==> src/rtl/scmm_pkg.sv <==
/*
  Package for the system configuration block: register addresses, reset values,
  field positions, timing constants and the carrier types shared by the block.
  Assumes a single 40 MHz system clock and a core that issues one register
  access per cycle at most.
*/
// Overview of operation
// [RQ1] Reset comes only from power-on detector, watchdog timeout or stop recovery.
// [RQ2] Stop recovery keeps watchdog mode, stop recovery and port 2/3 direction setup.
// [RQ3] Power-on reset holds the core in reset for about five milliseconds.
// [RQ4] After any reset the program counter loads address 000C.
// [RQ5] The lowest twelve bytes hold six 16-bit interrupt vectors, not user code.
// [RQ6] Protected part running externally cannot read internal program memory by loads.
// [RQ7] Protected part running internally may still read internal program memory.
// [RQ8] Internal mode puts external data from 4096 up; external-only mode uses all 64 KB.
// [RQ9] Data space select stays high for program loads, goes low for data loads.
// [RQ10] Working-register addressing uses 16 groups of 16, chosen by the pointer.
// [RQ11] Pointer low nibble picks expanded group, high nibble picks working group.
// [RQ12] Registers E0 to EF are unreachable through direct 8-bit addressing.
// [RQ13] Expanded bank F holds only the three configuration registers; rest reserved.
// [RQ14] Config bit 0 routes comparator outputs to port 3 pins 4 and 7.
// [RQ15] Config bit 1 selects port 1 open-drain at zero, push-pull at one.
// [RQ16] Config bit 2 selects port 0 open-drain at zero, push-pull at one.
// [RQ17] Config bits 3 to 6 pick reduced or standard drive for ports 0 to 3.
// [RQ18] Config bit 7 picks low-noise or standard oscillator drive, clock ratio unchanged.
// [RQ19] Stop recovery flag bit 7 is read-only, set by recovery, cleared by power-on.
// [RQ20] Stop recovery bit 6 picks source level, bit 5 the post-recovery delay.
// [RQ21] Stop recovery bits 2 to 4 select the recovery source.
// [RQ22] Stop recovery register sits at 0B of bank F; bits below 7 write-only.
// [RQ23] Watchdog mode register takes writes only during a window after reset.
// [RQ24] Watchdog mode register sits at 0F of bank F and never reads back.
// [RQ25] Stop recovery bit 5 set enables the power-on delay after recovery.
// [RQ26] The watchdog write window length is a parameter counted in clock cycles.
package scmm_pkg;

  localparam int CLK_KHZ = 40000;
  localparam int POR_TIME_MS = 5;
  localparam int POR_CYCLES = POR_TIME_MS * CLK_KHZ;
  localparam int WDT_WINDOW_CYCLES = 64;
  localparam int CNT_W = 18;
  localparam int WIN_W = 16;

  localparam logic [7:0] ADDR_GROUP_PTR = 8'hFD;
  localparam logic [3:0] ERF_BANK_F = 4'hF;
  localparam logic [3:0] ERF_ROW = 4'h0;
  localparam logic [3:0] BANKED_ROW = 4'hE;
  localparam logic [3:0] OFS_PORT_CFG = 4'h0;
  localparam logic [3:0] OFS_STOP_REC = 4'hB;
  localparam logic [3:0] OFS_WDT_MODE = 4'hF;

  localparam logic [7:0] PORT_CFG_RST = 8'hFE;
  localparam logic [6:0] STOP_REC_RST = 7'h00;
  localparam logic [7:0] WDT_MODE_RST = 8'h00;
  localparam logic [7:0] GROUP_PTR_RST = 8'h00;
  localparam logic [7:0] HIDDEN_READ = 8'h00;

  localparam int SR_FLAG_BIT = 7;
  localparam int SR_LEVEL_BIT = 6;
  localparam int SR_DELAY_BIT = 5;
  localparam int SR_SRC_LO = 2;
  localparam int SR_SRC_HI = 4;

  localparam logic [15:0] PC_START = 16'h000C;
  localparam logic [15:0] INT_MEM_TOP = 16'h1000;
  localparam logic [2:0] VECTOR_COUNT = 3'h6;

  typedef enum logic [1:0] {MODE_DIRECT, MODE_WORKING, MODE_INDIRECT} scmm_mode_e;
  typedef enum logic [1:0] {MEM_NONE, MEM_PROGRAM, MEM_DATA} scmm_mem_e;

  typedef struct packed {
    scmm_mode_e mode;
    logic [7:0] addr;
    logic [3:0] work;
    logic wr;
    logic rd;
    logic [7:0] wdata;
  } scmm_req_s;

  typedef struct packed {
    scmm_mem_e kind;
    logic [15:0] addr;
  } scmm_mem_s;

  typedef struct packed {
    logic cmpRoute;
    logic port1PushPull;
    logic port0PushPull;
    logic [3:0] portStdDrive;
    logic oscStdDrive;
  } scmm_cfg_s;

endpackage
==> src/rtl/scmm_config.sv <==
/*
  System configuration block: reset sequencing from three sources, program
  counter start, interrupt vector addresses, program memory read protection,
  data space select, register pointer decoding and the expanded bank F
  configuration registers.
  Assumes the core presents at most one register access and one load request
  per cycle, and that pins porDetect and stopSource come from outside the clock.
*/
module scmm_config #(
  parameter int PorCycles = scmm_pkg::POR_CYCLES,
  parameter int WdtWindowCycles = scmm_pkg::WDT_WINDOW_CYCLES
) (
  input wire logic clk,
  input wire logic rstn,
  input wire logic porDetect,
  input wire logic wdtTimeout,
  input wire logic stopMode,
  input wire logic [7:0] stopSource,
  input wire scmm_pkg::scmm_req_s regReq,
  input wire scmm_pkg::scmm_mem_s memReq,
  input wire logic romProtect,
  input wire logic execExternal,
  input wire logic romless,
  input wire logic dmEnable,
  input wire logic intAckValid,
  input wire logic [2:0] intAckNum,
  output logic coreReset,
  output logic pcLoad,
  output logic [15:0] pcValue,
  output logic stopRecovered,
  output logic keepPortDirections,
  output logic [7:0] rdData,
  output logic rdValid,
  output logic [7:0] fileAddr,
  output logic fileValid,
  output logic fileWrite,
  output logic progReadBlock,
  output logic dataExternal,
  output logic data_space_select_n,
  output logic [15:0] vectorAddr,
  output logic vectorValid,
  output scmm_pkg::scmm_cfg_s portCfg,
  output logic [7:0] watchdogMode,
  output logic [2:0] stopSourceSel
);

  typedef struct packed {
    logic [2:0] porSync;
    logic porStable;
    logic [7:0] src0;
    logic [7:0] src1;
    logic [7:0] src2;
    logic [7:0] srcStable;
    logic [7:0] port_and_osc_config;
    logic [6:0] stop_recovery_control;
    logic stopFlag;
    logic [7:0] watchdog_mode_control;
    logic [7:0] group_pointer;
    logic [scmm_pkg::CNT_W-1:0] rstCnt;
    logic [scmm_pkg::WIN_W-1:0] winCnt;
    logic winOpen;
    logic coreRst;
    logic pcLoad;
    logic stopPulse;
    logic keepDir;
    logic [7:0] rdData;
    logic rdValid;
    logic [7:0] fileAddr;
    logic fileValid;
    logic fileWrite;
    logic progBlock;
    logic dataExt;
    logic dmN;
    logic [15:0] vecAddr;
    logic vecValid;
  } scmm_state_s;

  localparam logic [scmm_pkg::CNT_W-1:0] PorLoad = scmm_pkg::CNT_W'(PorCycles - 1);
  localparam logic [scmm_pkg::WIN_W-1:0] WinLoad = scmm_pkg::WIN_W'(WdtWindowCycles - 1);

  scmm_state_s s_q;
  scmm_state_s s_d;

  logic srcMatch;
  logic stopEvt;
  logic wdtEvt;
  logic [7:0] physAddr;
  logic blocked;
  logic inBankF;
  logic inOtherErf;
  logic hitPtr;
  logic progInternal;

  always_comb
  begin
    srcMatch = s_q.srcStable[s_q.stop_recovery_control[scmm_pkg::SR_SRC_HI:scmm_pkg::SR_SRC_LO]]
      == s_q.stop_recovery_control[scmm_pkg::SR_LEVEL_BIT]; // [RQ20] [RQ21]
    wdtEvt = wdtTimeout;
    stopEvt = stopMode && srcMatch && !s_q.coreRst;
    physAddr = (regReq.mode == scmm_pkg::MODE_WORKING) ?
      {s_q.group_pointer[7:4], regReq.work} : regReq.addr; // [RQ10] [RQ11]
    blocked = (regReq.mode == scmm_pkg::MODE_DIRECT) &&
      (physAddr[7:4] == scmm_pkg::BANKED_ROW); // [RQ12]
    inBankF = (physAddr[7:4] == scmm_pkg::ERF_ROW) &&
      (s_q.group_pointer[3:0] == scmm_pkg::ERF_BANK_F); // [RQ11]
    inOtherErf = (physAddr[7:4] == scmm_pkg::ERF_ROW) &&
      (s_q.group_pointer[3:0] != 4'h0) && !inBankF; // [RQ13]
    hitPtr = (physAddr == scmm_pkg::ADDR_GROUP_PTR);
    progInternal = !romless && (memReq.addr < scmm_pkg::INT_MEM_TOP); // [RQ8]

    s_d = s_q;
    s_d.porSync = {s_q.porSync[1:0], porDetect};
    if (s_q.porSync[1] == s_q.porSync[2])
    begin
      s_d.porStable = s_q.porSync[2];
    end
    s_d.src0 = stopSource;
    s_d.src1 = s_q.src0;
    s_d.src2 = s_q.src1;
    for (int i = 0; i < 8; i++)
    begin
      if (s_q.src1[i] == s_q.src2[i])
      begin
        s_d.srcStable[i] = s_q.src2[i];
      end
    end
    s_d.pcLoad = 1'b0;
    s_d.stopPulse = 1'b0;
    s_d.rdValid = 1'b0;
    s_d.fileValid = 1'b0;
    s_d.fileWrite = 1'b0;

    // A reset source wins over any register access in the same cycle.
    if (s_q.porStable) // [RQ1]
    begin
      s_d.port_and_osc_config = scmm_pkg::PORT_CFG_RST;
      s_d.stop_recovery_control = scmm_pkg::STOP_REC_RST;
      s_d.watchdog_mode_control = scmm_pkg::WDT_MODE_RST;
      s_d.group_pointer = scmm_pkg::GROUP_PTR_RST;
      s_d.stopFlag = 1'b0; // [RQ19]
      s_d.keepDir = 1'b0;
      s_d.coreRst = 1'b1;
      s_d.rstCnt = PorLoad; // [RQ3]
      s_d.winOpen = 1'b0;
    end
    else if (wdtEvt) // [RQ1]
    begin
      s_d.port_and_osc_config = scmm_pkg::PORT_CFG_RST;
      s_d.stop_recovery_control = scmm_pkg::STOP_REC_RST;
      s_d.watchdog_mode_control = scmm_pkg::WDT_MODE_RST;
      s_d.group_pointer = scmm_pkg::GROUP_PTR_RST;
      s_d.keepDir = 1'b0;
      s_d.coreRst = 1'b1;
      s_d.rstCnt = PorLoad;
      s_d.winOpen = 1'b0;
    end
    else if (stopEvt) // [RQ1]
    begin
      // Watchdog mode and stop recovery settings survive; port 2/3 keep theirs.
      s_d.port_and_osc_config = scmm_pkg::PORT_CFG_RST; // [RQ2]
      s_d.group_pointer = scmm_pkg::GROUP_PTR_RST;
      s_d.keepDir = 1'b1; // [RQ2]
      s_d.stopFlag = 1'b1; // [RQ19]
      s_d.stopPulse = 1'b1;
      s_d.coreRst = 1'b1;
      s_d.rstCnt = s_q.stop_recovery_control[scmm_pkg::SR_DELAY_BIT] ? PorLoad : '0; // [RQ25]
      s_d.winOpen = 1'b0;
    end
    else if (s_q.coreRst)
    begin
      if (s_q.rstCnt == '0)
      begin
        s_d.coreRst = 1'b0;
        s_d.pcLoad = 1'b1; // [RQ4]
        s_d.winOpen = 1'b1; // [RQ26]
        s_d.winCnt = WinLoad;
      end
      else
      begin
        s_d.rstCnt = s_q.rstCnt - 1'b1;
      end
    end
    else
    begin
      if (s_q.winOpen)
      begin
        if (s_q.winCnt == '0)
        begin
          s_d.winOpen = 1'b0; // [RQ23]
        end
        else
        begin
          s_d.winCnt = s_q.winCnt - 1'b1;
        end
      end
      if ((regReq.rd || regReq.wr) && !blocked)
      begin
        s_d.rdValid = regReq.rd;
        s_d.rdData = scmm_pkg::HIDDEN_READ;
        if (inBankF)
        begin
          case (physAddr[3:0])
            scmm_pkg::OFS_PORT_CFG:
            begin
              s_d.rdData = s_q.port_and_osc_config;
              if (regReq.wr)
              begin
                s_d.port_and_osc_config = regReq.wdata;
              end
            end
            scmm_pkg::OFS_STOP_REC:
            begin
              s_d.rdData = {s_q.stopFlag, 7'h00}; // [RQ22]
              if (regReq.wr)
              begin
                s_d.stop_recovery_control = regReq.wdata[6:0]; // [RQ22]
              end
            end
            scmm_pkg::OFS_WDT_MODE: // [RQ24]
            begin
              // Read data stays at the hidden value, so the contents never leak out.
              if (regReq.wr && s_q.winOpen) // [RQ23]
              begin
                s_d.watchdog_mode_control = regReq.wdata;
              end
            end
            default:
            begin
              s_d.rdData = scmm_pkg::HIDDEN_READ; // [RQ13]
            end
          endcase
        end
        else if (hitPtr)
        begin
          s_d.rdData = s_q.group_pointer;
          if (regReq.wr)
          begin
            s_d.group_pointer = regReq.wdata; // [RQ11]
          end
        end
        else if (!inOtherErf)
        begin
          s_d.rdValid = 1'b0;
          s_d.fileValid = 1'b1;
          s_d.fileWrite = regReq.wr;
          s_d.fileAddr = physAddr; // [RQ10]
        end
      end
    end

    s_d.progBlock = (memReq.kind != scmm_pkg::MEM_NONE) && progInternal &&
      romProtect && execExternal; // [RQ6] [RQ7]
    s_d.dataExt = (memReq.kind == scmm_pkg::MEM_DATA) && !progInternal; // [RQ8]
    s_d.dmN = !(dmEnable && (memReq.kind == scmm_pkg::MEM_DATA)); // [RQ9]
    s_d.vecValid = intAckValid && (intAckNum < scmm_pkg::VECTOR_COUNT);
    if (intAckValid)
    begin
      s_d.vecAddr = {12'h000, intAckNum, 1'b0}; // [RQ5]
    end
  end

  always_ff @(posedge clk)
  begin
    if (!rstn)
    begin
      s_q <= '0;
      s_q.port_and_osc_config <= scmm_pkg::PORT_CFG_RST;
      s_q.coreRst <= 1'b1;
      s_q.rstCnt <= PorLoad;
      s_q.dmN <= 1'b1;
    end
    else
    begin
      s_q <= s_d;
    end
  end

  assign coreReset = s_q.coreRst;
  assign pcLoad = s_q.pcLoad;
  assign pcValue = scmm_pkg::PC_START;
  assign stopRecovered = s_q.stopPulse;
  assign keepPortDirections = s_q.keepDir;
  assign rdData = s_q.rdData;
  assign rdValid = s_q.rdValid;
  assign fileAddr = s_q.fileAddr;
  assign fileValid = s_q.fileValid;
  assign fileWrite = s_q.fileWrite;
  assign progReadBlock = s_q.progBlock;
  assign dataExternal = s_q.dataExt;
  assign data_space_select_n = s_q.dmN;
  assign vectorAddr = s_q.vecAddr;
  assign vectorValid = s_q.vecValid;
  assign portCfg.cmpRoute = s_q.port_and_osc_config[0]; // [RQ14]
  assign portCfg.port1PushPull = s_q.port_and_osc_config[1]; // [RQ15]
  assign portCfg.port0PushPull = s_q.port_and_osc_config[2]; // [RQ16]
  assign portCfg.portStdDrive = s_q.port_and_osc_config[6:3]; // [RQ17]
  assign portCfg.oscStdDrive = s_q.port_and_osc_config[7]; // [RQ18]
  assign watchdogMode = s_q.watchdog_mode_control;
  assign stopSourceSel = s_q.stop_recovery_control[scmm_pkg::SR_SRC_HI:scmm_pkg::SR_SRC_LO];
endmodule

==> config.mk <==
export PLATFORM = sky130hd
export DESIGN_NAME = scmm_config
export DESIGN_NICKNAME = d
export VERILOG_FILES = /design/src/rtl/scmm_pkg.sv /design/src/rtl/scmm_config.sv
export SDC_FILE = /design/constraint.sdc
export NUM_CORES = 1
export LEC_CHECK = 0
export BUFFER_PORTS_ARGS = -buffer_cell sky130_fd_sc_hd__buf_4
export CELL_PAD_IN_SITES_DETAIL_PLACEMENT = 1
export CELL_PAD_IN_SITES_GLOBAL_PLACEMENT = 1
export CORE_UTILIZATION = 44
export CTS_CLUSTER_DIAMETER = 30
export DETAILED_ROUTE_END_ITERATION = 6
export GPL_TIMING_DRIVEN = 0
export PLACE_DENSITY = 0.89
export SLEW_MARGIN = 10
export SYNTH_ARGS = -nofsm -noshare
export SYNTH_HDL_FRONTEND = slang
export SYNTH_SLANG_ARGS = --single-unit
==> constraint.sdc <==
create_clock -name clk -period 4.2 [get_ports clk]
set_input_delay 0.42 -clock clk [delete_from_list [all_inputs] [get_ports clk]]
set_output_delay 0.42 -clock clk [all_outputs]
set_load 0.01 [all_outputs]
==> results by group, run 1 <==
Clock tree
  • CTS buffer count: 17
  • Sink Count: approximately 130
  • Cts repair resizes: 0
  • Root buf cell: clkbuf_16
  • Hold buffer count at cts: 0
  • Skew-Pair Late Insertion Delay: between 0.4 and 0.5 ns
  • # Post-CTS Setup Buffers: 0
  • CTS tree: yes
  • Buffer depth of the longest clock path: 2
  • Clk slew on worst S/H paths: 0.06 ns
  • H-Tree Depth: 4

STA
  • Fin crit share: approximately two thirds
  • Number of setup violations in the final report: 0
  • Slew Viols, Final: 0
  • Final period demand of the worst path: around 2.7 ns
  • TNS Setup: 0 ns
  • Final hold viol count: 0
  • Fmax: between 300 and 400 MHz
  • Max_slew headroom: 51.45%
  • RSZ-0062 raised after global routing: false
  • Tightest Pin Transition: just over 0.7 ns
  • Worst Skew: 0.007534 ns
  • Final Hold Slack: around 0.17 ns

Logic synthesis
  • FF+latch count, synth: about 130
  • Cells after Synth: a little under 700
  • Avg Inst Size Synth: 9.193 um^2
  • Post-synth cell types: 73
  • EDFF count, synth: 0
  • YS warnings: 0
  • Async SR Flop Fraction: 0%
  • Seq/Total Area, Yosys: between 40% and 50%
  • Top FF cell, synth: dfxtp_1
  • Synthesized area: between 6000 and 7000 um^2

Floorplan
  • Core Area: approximately 14,000 um^2
  • Num ports: around 140
  • Die Ht: between 100 and 150 um
  • Chip width: 121.2 um
  • DIE AREA: approximately 15,000 um^2
  • Initial Utilization: a little under half
  • # rows: 43

Run status
  • Status: finished clean

Finish
  • Area grow syn2layout: 26.76%
  • Inserted Diodes: 0
  • Fill cells: around 1,600
  • Nets: 889
  • Layout cell share with drive strength beyond 1: between 20 and 30%

Pwr
  • Comb power frac: under 10%
  • Power Density: between 300 and 400 nW/um^2
  • Switching part of the total: a little under a quarter
  • Max VDD drop: around 0.29 mV
  • Flop pwr share: 42.6%
  • Sw Pwr: between 0.0006 and 0.0007 W
  • Pwr Total: 0.002973 W
  • Clock power share: 51.6%
  • Leak Pwr: around 3.4 nW
  • Int Pwr: 0.002284 W

Setup path
  • CP max FO: 10
  • Startpoint types: register
  • CP Data Required Time: between 4 and 5 ns
  • WS Path Type: reg2reg
  • WP data arrival: ~3 ns
  • Crit path capture type: register

Route
  • Iter 0 DRT Violations: ~310
  • Residual DRC count: 0
  • Post-route ant nets: 0
  • Vias: between 5,000 and 6,000
  • DR pass1 iterations: 4
  • Routed len/inst: 17.43 um
  • Post-DR vias/cell: 5.382
  • WL final: 17.73 mm

Global routing
  • GR Overflow Total: 0
  • Global-route wire length before repair: between 20 and 30 mm
  • Largest net degree at the start of global routing: 17
  • Tot GR Track Use: between 20% and 30%
  • Vias in the first global route: between 5,000 and 6,000
  • Initial antenna violation count: 0

Placed design
  • Gpl congestion: just over 0.9
  • IO Port Bufs: approximately 100
  • Final HPWL DP: roughly 13 mm

Min path
  • Worst min path class: in2reg

Flow run
  • Max Cap Viol: 0
per-layer routing:
layer	part of all wire (%)	track usage, %	vias to the layer above
met1	43	29.93	2640
met3	5.2	5.498	30
met5	0	0	-
met4	2.4	10.11	0
li1	-	-	2635
met2	49	43.21	169
worst paths after layout:
| kind | cells past startpoint | to | from | slack, ns |
|---|---|---|---|---|
| max | 9 | s_q[58] | s_q[60] | 1.47 |
| min | 2 | progReadBlock | memReq[15] | 0.17 |
| max reg2reg | 9 | s_q[58] | s_q[60] | 1.47 |
| min reg2reg | 1 | s_d[122] | s_d[130] | 0.44 |
sequential cells by signal, indices dropped and copies added, names as in the netlist, 3 cells and up:
signal and flops:
s_q 64, s_d 18, fileAddr 8, portCfg 8, rdData 8, watchdogMode 8, stopSourceSel 3, vectorAddr 3
critical path: stages (launching register included):
cell and delay [ns]:
dfxtp_1 0.36, inv_1 0.07, ha_1 0.19, nor3b_1 0.38, nand4_1 0.36, o21ai_1 0.35, nand2_1 0.15, buf_2 0.23
o311ai_0 0.38, o31ai_1 0.13
placed cells by master, fill, tap and decap left out, drive strengths merged, types with 3 or more instances in the layout:
cell    Yosys  layout
and2       29      29
inv         7      10
o41ai       4       4
dfxtp     131     131
xnor2       5       5
nor2b       7       7
nor4       12      12
o221a      12      12
a21boi     15      15
nor3       19      19
or3         7       7
nand3b      3       3
nand2b      6       6
o211a      12      12
a22oi      13      13
clkbuf     18      37
conb        2      29
nand3      19      19
nor3b       4       4
nand2      82      82
or4         5       5
bufinv      0       3
o21ai      20      20
mux2i      36      36
mux2        4       4
xor2        5       5
buf        81     179
o31ai       5       5
o211ai      4       4
nor2       45      45
a31oi       8       8
a21oi      15      15
nand4       8       8
o311ai      6       6
nor4b       4       4
clkinv      0       7
cells in the mapped netlist (all sizes together) (5+ instances only):
library cell | n | area [um^2]
nor3 | 19 | 127.6
nor2b | 7 | 43.79
o211a | 12 | 127.6
and2 | 29 | 181.4
o221a | 12 | 135.1
nor2 | 45 | 168.9
mux2i | 36 | 360.4
dfxtp | 131 | 2623
a21boi | 15 | 112.6
or4 | 5 | 37.54
o31ai | 5 | 37.54
buf | 81 | 600.6
a21oi | 15 | 75.07
xnor2 | 5 | 43.79
o311ai | 6 | 52.55
nand2 | 82 | 315.3
nor4 | 12 | 111.4
nand2b | 6 | 37.54
a31oi | 8 | 50.05
or3 | 7 | 43.79
inv | 7 | 26.27
o21ai | 20 | 100.1
clkbuf | 18 | 67.56
a22oi | 13 | 97.59
nand3 | 19 | 95.09
nand4 | 8 | 50.05
xor2 | 5 | 43.79
stage by stage:
step / setup WS [ns] / cell area, um^2 / std cells / util (%)
final: 1.468 / 7924 / 1017 / 57.08
after global routing: 1.294 / 7924 / 1017 / 57.08
after CTS: 1.499 / 7924 / 1017 / 57.08
after detailed placement: 1.528 / 7313 / 985 / 52.69
after global placement: 1.659 / 7313 / 985 / 52.69
after floorplan: 2.092 / 6352 / 707 / -
power by group through the flow:
stage / registers, W / clock network (W) / logic, W
after floorplan: 0.00129 / 0 / 0.0000917
after global placement: 0.00129 / 0 / 0.000163
after detailed placement: 0.00129 / 0 / 0.000167
after CTS: 0.00127 / 0.00155 / 0.000169
after global routing: 0.00127 / 0.00162 / 0.000185
final: 0.00127 / 0.00153 / 0.000170
cell type report:
cell class                 count  area (um^2)  area share, %
sequential                   131         2623          33.10
buffer                        99        668.1          8.432
clock inverter                13        177.7          2.242
tap                          180        225.2          2.842
clock buffer                  19        432.9          5.463
multi-input combinational    470         3035          38.31
inverter                       7        26.28         0.3316
timing repair buffer          98        735.7          9.285
cells by family (layout without fill, tap and decap cells):
group / count (synthesis) / in the layout / share of synthesized area (%)
other: 2 / 29 / 0.1201
and+or+nand+nor: 260 / 260 / 22.36
buffers and inverters: 106 / 236 / 11.11
AOI/OAI and AO/OA: 129 / 129 / 16.11
muxes: 40 / 40 / 6.545
DFF: 131 / 131 / 41.95
xor gates and xnor gates: 10 / 10 / 1.401
adders and majority gates: 2 / 2 / 0.4003
(Power assumes the default switching activity.)
==> run 2, diff against run 1 <==
Settings changed: CORE_UTILIZATION 44 to 41, PLACE_DENSITY 0.89 to 0.84.
Clock period 4.2 ns to 2.7 ns, I/O delays scaled along.
==> results by group, run 2 (synthesis results as in run 1) <==
Finish
  • Flip-flop count of the largest register after layout: 64
  • Commonest non-fill, non-tap cells in the layout: buf_4 (166), dfxtp_1 (131), nand2_1 (81)
  • Most flop-heavy register: s_q
  • Area grow syn2layout: 26.64%
  • Final Core Density: 53.86%
  • Layout cell share with drive strength beyond 1: between 20% and 30%
  • Nets: roughly 890
  • Most common cell after layout, fill and taps aside: buf_4
  • Fill cells: roughly 1,700
  • Inserted Diodes: 0

Route
  • Vias: between 5,000 and 6,000
  • Routed len/inst: around 18 um
  • Iter 0 DRT Violations: ~350
  • Residual DRC count: 14
  • WL final: roughly 18 mm
  • Post-DR vias/cell: ~5.4
  • Post-route ant nets: 0
  • DR pass1 iterations: 7

Pwr
  • Pwr Total: roughly 0.0045 W
  • Max VDD drop: around 0.41 mV
  • Leak Pwr: ~3.4 nW
  • Power Density: roughly 570 nW/um^2

Setup path
  • Worst reg2reg startpoint: s_q[44]
  • R2R setup slack: about 0.12 ns
  • Delay-heaviest family, CP: simple AND/OR/NAND/NOR gates
  • R2R cell count: 8
  • Startpoint types: register
  • Buf+Inv Stages, Crit Path: 1
  • WS Path Type: reg2reg
  • Crit-path cells: inv_1 > ha_1 > or4b_1 > nor2_1 > nand2_1 > o31a_1 > o311ai_0 > o31ai_1
  • CP peak stage delay: 0.57 ns
  • CP max FO: 6
  • WP data arrival: approximately 2.9 ns
  • Slowest CP cell: or4b_1
  • Critical R2R Capture: s_q[58]
  • Crit path capture type: register
  • CP Data Required Time: between 2 and 3 ns

Clock tree
  • CTS tree: yes
  • Hold buffer count at cts: 0
  • Clk slew on worst S/H paths: approximately 0.060 ns
  • CTS buffer count: 17
  • Root buf cell: clkbuf_16
  • H-Tree Depth: 4
  • Skew-Pair Late Insertion Delay: 0.43 ns
  • Sink Count: roughly 130
  • Buffer depth of the longest clock path: 2

Floorplan
  • Core Area: 14,700 um^2
  • Die Ht: approximately 130 um
  • Chip width: around 130 um
  • # rows: 44
  • DIE AREA: ~16,000 um^2
  • Num ports: 141
  • Initial Utilization: 42.53%

Placed design
  • IO Port Bufs: slightly below 100
  • Final HPWL DP: roughly 13 mm
  • Gpl congestion: ~0.9

STA
  • Max_slew headroom: between 40% and 50%
  • RSZ-0062 raised after global routing: false
  • Worst Skew: between 0.009 and 0.01 ns
  • Final period demand of the worst path: around 2.6 ns
  • Fin crit share: about 96%
  • Fmax: 387.6 MHz
  • Final hold viol count: 0
  • Tightest Pin Transition: 0.7522 ns
  • Slew Viols, Final: 0
  • TNS Setup: 0 ns
  • Number of setup violations in the final report: 0

Global routing
  • Met2 Usage GRT: about two fifths
  • Largest net degree at the start of global routing: 17
  • Tot GR Track Use: 23.48%
  • M3 GR Usage: roughly 4.8%
  • Initial antenna violation count: 0
  • Global-route wire length before repair: about 29 mm
  • Vias in the first global route: 5,788
  • GR Overflow Total: 0
  • Met1 usage: between 20 and 30%
  • Top Usage Layer GRT: met2

Min path
  • Hold EP: progReadBlock
  • Hold_sp: memReq[15]
  • Hold path cells: 2
  • Worst min path class: in2reg

Flow run
  • Max Cap Viol: 0

Run status
  • Failing checks: DRC
  • Status: complete, but fails checks
-- run 2: worst max path at each step --
stage	slack [ns]	endpoint	start	cells past startpoint
detailed placement	0.03	s_q[53]	s_q[60]	9
global placement	0.16	s_q[57]	s_q[60]	9
global route	0.009	s_q[58]	s_q[44]	8
floorplan	0.59	s_q[58]	s_q[44]	8
finish	0.12	s_q[58]	s_q[44]	8
CTS	0.02	s_q[57]	s_q[60]	9
-- run 2: layout make-up --
type / instances / area [um^2] / share of cell area [%]
plain buffers: 99 / 668.1 / 8.440
clock buffers: 20 / 446.7 / 5.642
clock inverters: 12 / 131.4 / 1.660
inverters: 7 / 26.28 / 0.3319
multi-input cells: 470 / 3055 / 38.60
flip-flops and latches: 131 / 2623 / 33.13
well taps: 184 / 230.2 / 2.908
repair buffers: 98 / 735.7 / 9.294
-- run 2: repair_timing --
item / 4_1_cts / 5_1_grt
gates resized for setup: 0 / 5
setup buffers: 0 / 0
setup endpoints to repair: 0 / 19
hold endpoints to repair: 0 / 0
-- run 2: per-layer routing --
metal	share of wire, %	routed length [um]	up-vias
li1	-	-	2637
met1	43	7797	2678
met2	50	9180	177
met3	4.9	894	28
met4	1.8	322	0
met5	0	0	-
-- run 2: per-stage QoR --
step | instance area [um^2] | hold slack, ns | cells | setup slack [ns]
floorplan | 6352 | 0.3457 | 707 | 0.5922
global route | 7916 | 0.01073 | 1021 | 0.009396
global placement | 7318 | 0.4174 | 989 | 0.1598
detailed placement | 7318 | 0.4237 | 989 | 0.03180
finish | 7916 | 0.01706 | 1021 | 0.1201
CTS | 7896 | 0.001199 | 1021 | 0.02051
-- run 2: power breakdown --
group / total [W] / internal, W / switching, W
Clock: 0.00226 / 0.00138 / 0.000872
Sequential: 0.00197 / 0.00196 / 0.0000138
Combinational: 0.000265 / 0.000125 / 0.000140
